$ cat config.mk
export PLATFORM = sky130hd
export DESIGN_NAME = pll_clock_power_control_zero
export DESIGN_NICKNAME = d
export VERILOG_FILES = /design/src/pll_clock_power_control_zero.v
export VERILOG_INCLUDE_DIRS = /design/src
export SDC_FILE = /design/constraint.sdc
export NUM_CORES = 1
export LEC_CHECK = 0
export BUFFER_PORTS_ARGS = -buffer_cell sky130_fd_sc_hd__buf_2
export CORE_MARGIN = 8
export CORE_UTILIZATION = 42
export DETAILED_ROUTE_END_ITERATION = 10
export PLACE_DENSITY_LB_ADDON = 0.25
export SLEW_MARGIN = 20
export SYNTH_ARGS = -nofsm -noshare
export SYNTH_HDL_FRONTEND = slang
export SYNTH_SLANG_ARGS = --single-unit
$ cat constraint.sdc
create_clock -name MCLK_I -period 1 [get_ports MCLK_I]
set_clock_uncertainty 0.15 [all_clocks]
set_input_delay 0.1 -clock MCLK_I [delete_from_list [all_inputs] [get_ports MCLK_I]]
set_output_delay 0.1 -clock MCLK_I [all_outputs]
set_load 0.005 [all_outputs]
$ cat src/pll_clock_control_zero_regs.vh
/*
 * register offset, field positions, reset value and decoded codes for the
 * pll clock control zero register.
 * assumes: included by the clock control block, 8-bit register file.
 */
`ifndef PLL_CLOCK_CONTROL_ZERO_REGS_VH
`define PLL_CLOCK_CONTROL_ZERO_REGS_VH

`define PCC0_ADDR 8'h00
`define PCC1_ADDR 8'h01
`define PCC0_RESET 8'h00
`define PCC0_PLLREF_HI 7
`define PCC0_PLLREF_LO 6
`define PCC0_XTAL_HI 5
`define PCC0_XTAL_LO 4
`define PCC0_SWRST_BIT 3
`define PCC0_RATIO_HI 2
`define PCC0_RATIO_LO 1
`define PCC0_POWER_UP_BIT 0
`define PLLREF_MCLK 2'h0
`define PLLREF_FRAME 2'h1
`define XTAL_ON 2'h0
`define XTAL_OFF 2'h3
`define RATIO_256 10'h100
`define RATIO_384 10'h180
`define RATIO_512 10'h200
`define RATIO_768 10'h300

`endif

$ cat src/pll_clock_power_control_zero.v
/*
 * pll clock control zero register and its decoded clocking / power controls.
 * assumes: a serial control port (outside) presents byte writes and reads on
 * MCLK_I; it is the only writer and keeps running through software reset.
 */
// How it works
// - reference field 00 picks master clock/crystal, 01 frame clock; others reserved.
// - crystal field 00 runs oscillator, 11 turns crystal output pin off.
// - soft reset bit 1 holds all but control port in reset; 0 releases.
// - soft reset restores other registers, never registers 0x00 and 0x01.
// - ratio field codes 00..11 select 256, 384, 512, 768 times sample rate.
// - bit 0 low means master power-down, high means powered up.
// - register 0x00 resets to all zeros.
`include "pll_clock_control_zero_regs.vh"
module pll_clock_power_control_zero (
    input wire MCLK_I,
    input wire ARST_N_I,
    input wire WR_EN_I,
    input wire [7:0] WR_ADDR_I,
    input wire [7:0] WR_DATA_I,
    input wire [7:0] RD_ADDR_I,
    output reg [7:0] RD_DATA_O,
    output reg PLL_REF_FRAME_SEL_O,
    output reg PLL_REF_RESERVED_O,
    output reg CRYSTAL_OUT_EN_O,
    output reg CRYSTAL_SET_RESERVED_O,
    output reg [9:0] MCLK_RATIO_O,
    output reg CORE_RESET_N_O,
    output reg OTHER_REGS_RESET_O,
    output reg POWER_UP_O
);

reg [7:0] pll_clock_control_zero_reg;
reg [7:0] pll_clock_control_zero_next;
reg [7:0] rd_data_next;
reg pll_ref_frame_sel_next;
reg pll_ref_reserved_next;
reg crystal_out_en_next;
reg crystal_set_reserved_next;
reg [9:0] mclk_ratio_next;
reg core_reset_n_next;
reg other_regs_reset_next;
reg power_up_next;
wire wr_hit;
wire [1:0] pll_reference_select;
wire [1:0] crystal_osc_setting;
wire soft_reset_bit;
wire [1:0] master_clock_ratio_select;
wire master_power_up;

function [9:0] ratio_decode;
    input [1:0] code;
    begin
        case (code)
            2'h0: ratio_decode = `RATIO_256;
            2'h1: ratio_decode = `RATIO_384;
            2'h2: ratio_decode = `RATIO_512;
            default: ratio_decode = `RATIO_768;
        endcase
    end
endfunction

// reserved codes are stored as written and only flagged, never rewritten
function pll_ref_is_reserved;
    input [1:0] code;
    begin
        case (code)
            `PLLREF_MCLK: pll_ref_is_reserved = 1'b0;
            `PLLREF_FRAME: pll_ref_is_reserved = 1'b0;
            default: pll_ref_is_reserved = 1'b1;
        endcase
    end
endfunction

function crystal_is_reserved;
    input [1:0] code;
    begin
        case (code)
            `XTAL_ON: crystal_is_reserved = 1'b0;
            `XTAL_OFF: crystal_is_reserved = 1'b0;
            default: crystal_is_reserved = 1'b1;
        endcase
    end
endfunction

// any other address reads zero, so the host never sees a stale byte
function [7:0] read_select;
    input [7:0] addr;
    input [7:0] value;
    begin
        if (addr == `PCC0_ADDR) begin
            read_select = value;
        end else begin
            read_select = 8'h00;
        end
    end
endfunction

assign wr_hit = WR_EN_I && (WR_ADDR_I == `PCC0_ADDR);
assign pll_reference_select = pll_clock_control_zero_reg[`PCC0_PLLREF_HI:`PCC0_PLLREF_LO];
assign crystal_osc_setting = pll_clock_control_zero_reg[`PCC0_XTAL_HI:`PCC0_XTAL_LO];
assign soft_reset_bit = pll_clock_control_zero_reg[`PCC0_SWRST_BIT];
assign master_clock_ratio_select = pll_clock_control_zero_reg[`PCC0_RATIO_HI:`PCC0_RATIO_LO];
assign master_power_up = pll_clock_control_zero_reg[`PCC0_POWER_UP_BIT];

// writes to other addresses leave the register untouched
always @* begin
    pll_clock_control_zero_next = pll_clock_control_zero_reg;
    if (wr_hit) begin
        pll_clock_control_zero_next = WR_DATA_I;
    end
end

always @* begin
    pll_ref_frame_sel_next = (pll_reference_select == `PLLREF_FRAME);
end

always @* begin
    pll_ref_reserved_next = pll_ref_is_reserved(pll_reference_select);
end

// reserved crystal codes leave the oscillator running, the safer choice
always @* begin
    crystal_out_en_next = (crystal_osc_setting != `XTAL_OFF);
end

always @* begin
    crystal_set_reserved_next = crystal_is_reserved(crystal_osc_setting);
end

always @* begin
    mclk_ratio_next = ratio_decode(master_clock_ratio_select);
end

always @* begin
    core_reset_n_next = ~soft_reset_bit;
end

always @* begin
    other_regs_reset_next = soft_reset_bit;
end

always @* begin
    power_up_next = master_power_up;
end

always @* begin
    rd_data_next = read_select(RD_ADDR_I, pll_clock_control_zero_reg);
end

// register lives in the control-port domain so soft reset never clears it
always @(posedge MCLK_I or negedge ARST_N_I) begin
    if (!ARST_N_I) begin
        pll_clock_control_zero_reg <= `PCC0_RESET;
    end else begin
        pll_clock_control_zero_reg <= pll_clock_control_zero_next;
    end
end

always @(posedge MCLK_I or negedge ARST_N_I) begin
    if (!ARST_N_I) begin
        RD_DATA_O <= 8'h00;
    end else begin
        RD_DATA_O <= rd_data_next;
    end
end

// decoded controls come from flops so the core never sees decode glitches
always @(posedge MCLK_I or negedge ARST_N_I) begin
    if (!ARST_N_I) begin
        PLL_REF_FRAME_SEL_O <= 1'b0;
    end else begin
        PLL_REF_FRAME_SEL_O <= pll_ref_frame_sel_next;
    end
end

always @(posedge MCLK_I or negedge ARST_N_I) begin
    if (!ARST_N_I) begin
        PLL_REF_RESERVED_O <= 1'b0;
    end else begin
        PLL_REF_RESERVED_O <= pll_ref_reserved_next;
    end
end

// oscillator runs from reset, matching the all-zero register
always @(posedge MCLK_I or negedge ARST_N_I) begin
    if (!ARST_N_I) begin
        CRYSTAL_OUT_EN_O <= 1'b1;
    end else begin
        CRYSTAL_OUT_EN_O <= crystal_out_en_next;
    end
end

always @(posedge MCLK_I or negedge ARST_N_I) begin
    if (!ARST_N_I) begin
        CRYSTAL_SET_RESERVED_O <= 1'b0;
    end else begin
        CRYSTAL_SET_RESERVED_O <= crystal_set_reserved_next;
    end
end

always @(posedge MCLK_I or negedge ARST_N_I) begin
    if (!ARST_N_I) begin
        MCLK_RATIO_O <= `RATIO_256;
    end else begin
        MCLK_RATIO_O <= mclk_ratio_next;
    end
end

// core stays held while the pin reset is low, released one edge later
always @(posedge MCLK_I or negedge ARST_N_I) begin
    if (!ARST_N_I) begin
        CORE_RESET_N_O <= 1'b0;
    end else begin
        CORE_RESET_N_O <= core_reset_n_next;
    end
end

always @(posedge MCLK_I or negedge ARST_N_I) begin
    if (!ARST_N_I) begin
        OTHER_REGS_RESET_O <= 1'b1;
    end else begin
        OTHER_REGS_RESET_O <= other_regs_reset_next;
    end
end

always @(posedge MCLK_I or negedge ARST_N_I) begin
    if (!ARST_N_I) begin
        POWER_UP_O <= 1'b0;
    end else begin
        POWER_UP_O <= power_up_next;
    end
end

endmodule // pll_clock_power_control_zero

==> run_results.csv <==
group,metric,value,unit
outcome,run_status,"complete, but fails checks",
outcome,violations,"hold timing, setup timing",
synthesis,synth_commonest_cells,"23 x dfrtp_1, 8 x mux2_2, 7 x and2_1, 7 x buf_4, 3 x dfstp_2",
synthesis,synth_ff_type,"dfrtp_1",
synthesis,synth_top_area_share,60.6,%
layout,layout.cells.non_filler,148,
setup_path,path_cells,"buf_6",
power_and_ir_drop,ir_drop,0.827,mV
timing,setup_viol,19,
detailed_routing,dr.pass1.iters,2,
detailed_routing,wl_per_cell,13.4,um
grt,grt_max_degree,16,
placed_design,port_buffers,44,
synthesis,avgSynthCellArea,14.8,um^2
die,initial_utilization,43.8,%
layout,register_area,654,um^2
power_and_ir_drop,leakage,0.788,nW
placed_design,dp_hpwl,1660,um
grt,grt_pass1_wl,3440,um
setup_path,reg2reg_depth,1,
cts,cts_tree,"yes",
setup_path,slowest_stage,"dfstp_2",
setup_path,start_kind,"flip-flop",
timing,period_needed,1.21,ns
synthesis,synth_seq_cells,26,
cts,h-tree-depth,1,
setup_path,crit_buf_inv,1,
cts,clockBufferDepth,2,
detailed_routing,drc,0,
setup_path,cp_max_fo,1,
timing,rsz0062_at_grt,"yes",
layout,antenna-diode-count,0,
die,num_rows,17,
setup_path,r2r-end,"CRYSTAL_SET_RESERVED_O",
grt,gr-total-overflow,0,
layout,nFillCells,184,
detailed_routing,vias,650,
synthesis,synth-seq-area-share,68.9,%
timing,fin_crit_sh,121,%
setup_path,critPathRequiredTime,0.75,ns
hold_path,hold_depth,3,
flow_run,cap_violations,0,
setup_path,crit_family,"flip-flops",
setup_path,cp.depth,1,
timing,setup_slack,-0.206,ns
die,die_x,63.6,um
detailed_routing,drt_iter0_drc,6,
synthesis,synth_top_area_cell,"dfrtp_1",
timing,fin_setup_tns,-1.56,ns
setup_path,arrival,0.96,ns
timing,whs,-0.100,ns
die,num_io_pins,52,
die,die_y,63.6,um
die,die_area,0.00404,mm^2
cts,cts_buffers,3,
setup_path,r2r_setup_slack,0.04,ns
die,core_area,0.00217,mm^2
synthesis,synth_edf_count,0,
layout,multiInputGateArea,294,um^2
layout,areaGrowthSynthToFinish,48.7,%
grt,grt_use_total,10.7,%
hold_path,hp-class,"in -> reg",
grt,grt_pass1_vias,748,
setup_path,slowest_delay,0.56,ns
timing,fmax,829,MHz
detailed_routing,routed_wl,1990,um
synthesis,synth_cell_type_count,16,
setup_path,rr_startpoint,"pll_clock_control_zero_reg[4]",
layout,layout-drive-gt1-share,56.7,%
hold_path,hold_start,"RD_ADDR_I[3]",
cts,clk_pin_slew,0.13,ns
grt,antenna_found_initial,0,
cts,postCtsSetupBuffers,0,
timing,slew_viol_final,0,
cts,cts-root-buf,"clkbuf_4",
setup_path,end_kind,"output pin",
synthesis,ys.warnings.count,0,
synthesis,yosys-top-cells-area,"dfrtp_1 61%, mux2_2 9.5%, dfstp_2 8.3%",
synthesis,synth.most_common_cell,"dfrtp_1",
timing,finalHoldViolCount,1,
synthesis,syn-cell-area,950,um^2
cts,clkLatencyLatePin,0.31,ns
layout,nNetsFinal,149,
cts,clkSinkCount,26,
power_and_ir_drop,p_per_area,1410,mW/mm^2
synthesis,synthCells,64,
setup_path,startpoint,"OTHER_REGS_RESET_O",
placed_design,gp_congestion,0.667,
setup_path,crit_path_end,"OTHER_REGS_RESET_O",
placed_design,dp.cells,135,
cts,cts_hold_buffers,9,
placed_design,dp_slack,-0.400,ns
setup_path,crit_type,"reg -> out",
detailed_routing,drt.antenna.violating_nets,0,
detailed_routing,viasPerCell,4.39,
synthesis,async_flop_share,100,%
[worst min-delay path by stage]
stage / to / slack [ns]
after floorplan: CORE_RESET_N_O / -0.35
after global placement: RD_DATA_O[4] / -0.16
after detailed placement: RD_DATA_O[4] / -0.15
after CTS: RD_DATA_O[3] / -0.11
after global routing: RD_DATA_O[3] / -0.13
final: RD_DATA_O[3] / -0.10
[metal layers]
layer  wire length (um)  share of wire [%]  track usage (%)  vias to the layer above
met5                  0                  0                0                        -
met3                183                9.2             4.77                        2
met4                 13               0.65             4.18                        0
met1                748                 38             11.2                      314
li1                   -                  -                -                      305
met2               1040                 52             18.3                       29
[placed cells by master (no fill, tap or decap)]
master and count:
nor3_2 2, dfstp_2 3, mux2_2 7, buf_2 39
or4_4 2, clkbuf_4 3, and2_1 7, buf_12 1
bufinv_16 1, conb_1 7, nor4_4 1, dlygate4sd3_1 9
inv_1 2, mux2_4 1, nand2b_1 1, ha_1 1
nand4b_4 1, nor2_4 1, buf_6 5, buf_4 1
nor2b_1 2, dfrtp_1 23
[power breakdown]
group          switching (mW)  internal (mW)
Sequential             0.0181           1.09
Clock                   0.294          0.405
Combinational          0.0755          0.113
Total                   0.388           1.61
[layout make-up]
| type | count | area share, % |
|---|---|---|
| clock buffer | 3 | 1.59 |
| clock inverter | 1 | 2.13 |
| inverter | 2 | 0.531 |
| multi-input combinational | 33 | 20.8 |
| sequential | 26 | 46.3 |
| tap | 28 | 2.48 |
| timing repair buffer | 55 | 26.1 |
[logic make-up after synthesis]
group | synth area share (%)
fa+ha+maj | 1.32
buf+inv | 7.12
flops | 68.9
mux | 9.49
other cells | 0.395
simple gates | 12.8
[repair_timing]
item / 4_1_cts / 5_1_grt
endpoints found under the hold margin: 35 / 1
setup endpoints to repair: 26 / 26
pin swaps: 2 / 0
cloned: 0 / 0
gates resized for setup: 2 / 3
[through the flow]
| step | hold slack [ns] | cell area, um^2 | util [%] | power [mW] |
|---|---|---|---|---|
| 5_1_grt | -0.126 | 1410 | 65.1 | 2.09 |
| 2_1_floorplan | -0.346 | 1020 | - | 1.19 |
| 3_5_place_dp | -0.150 | 1240 | 57.1 | 1.28 |
| 6_report | -0.100 | 1410 | 65.1 | 1.99 |
| 3_3_place_gp | -0.156 | 1240 | 57.1 | 1.27 |
| 4_1_cts | -0.108 | 1390 | 64.2 | 2.01 |
Power figures use the tool's default switching activity.
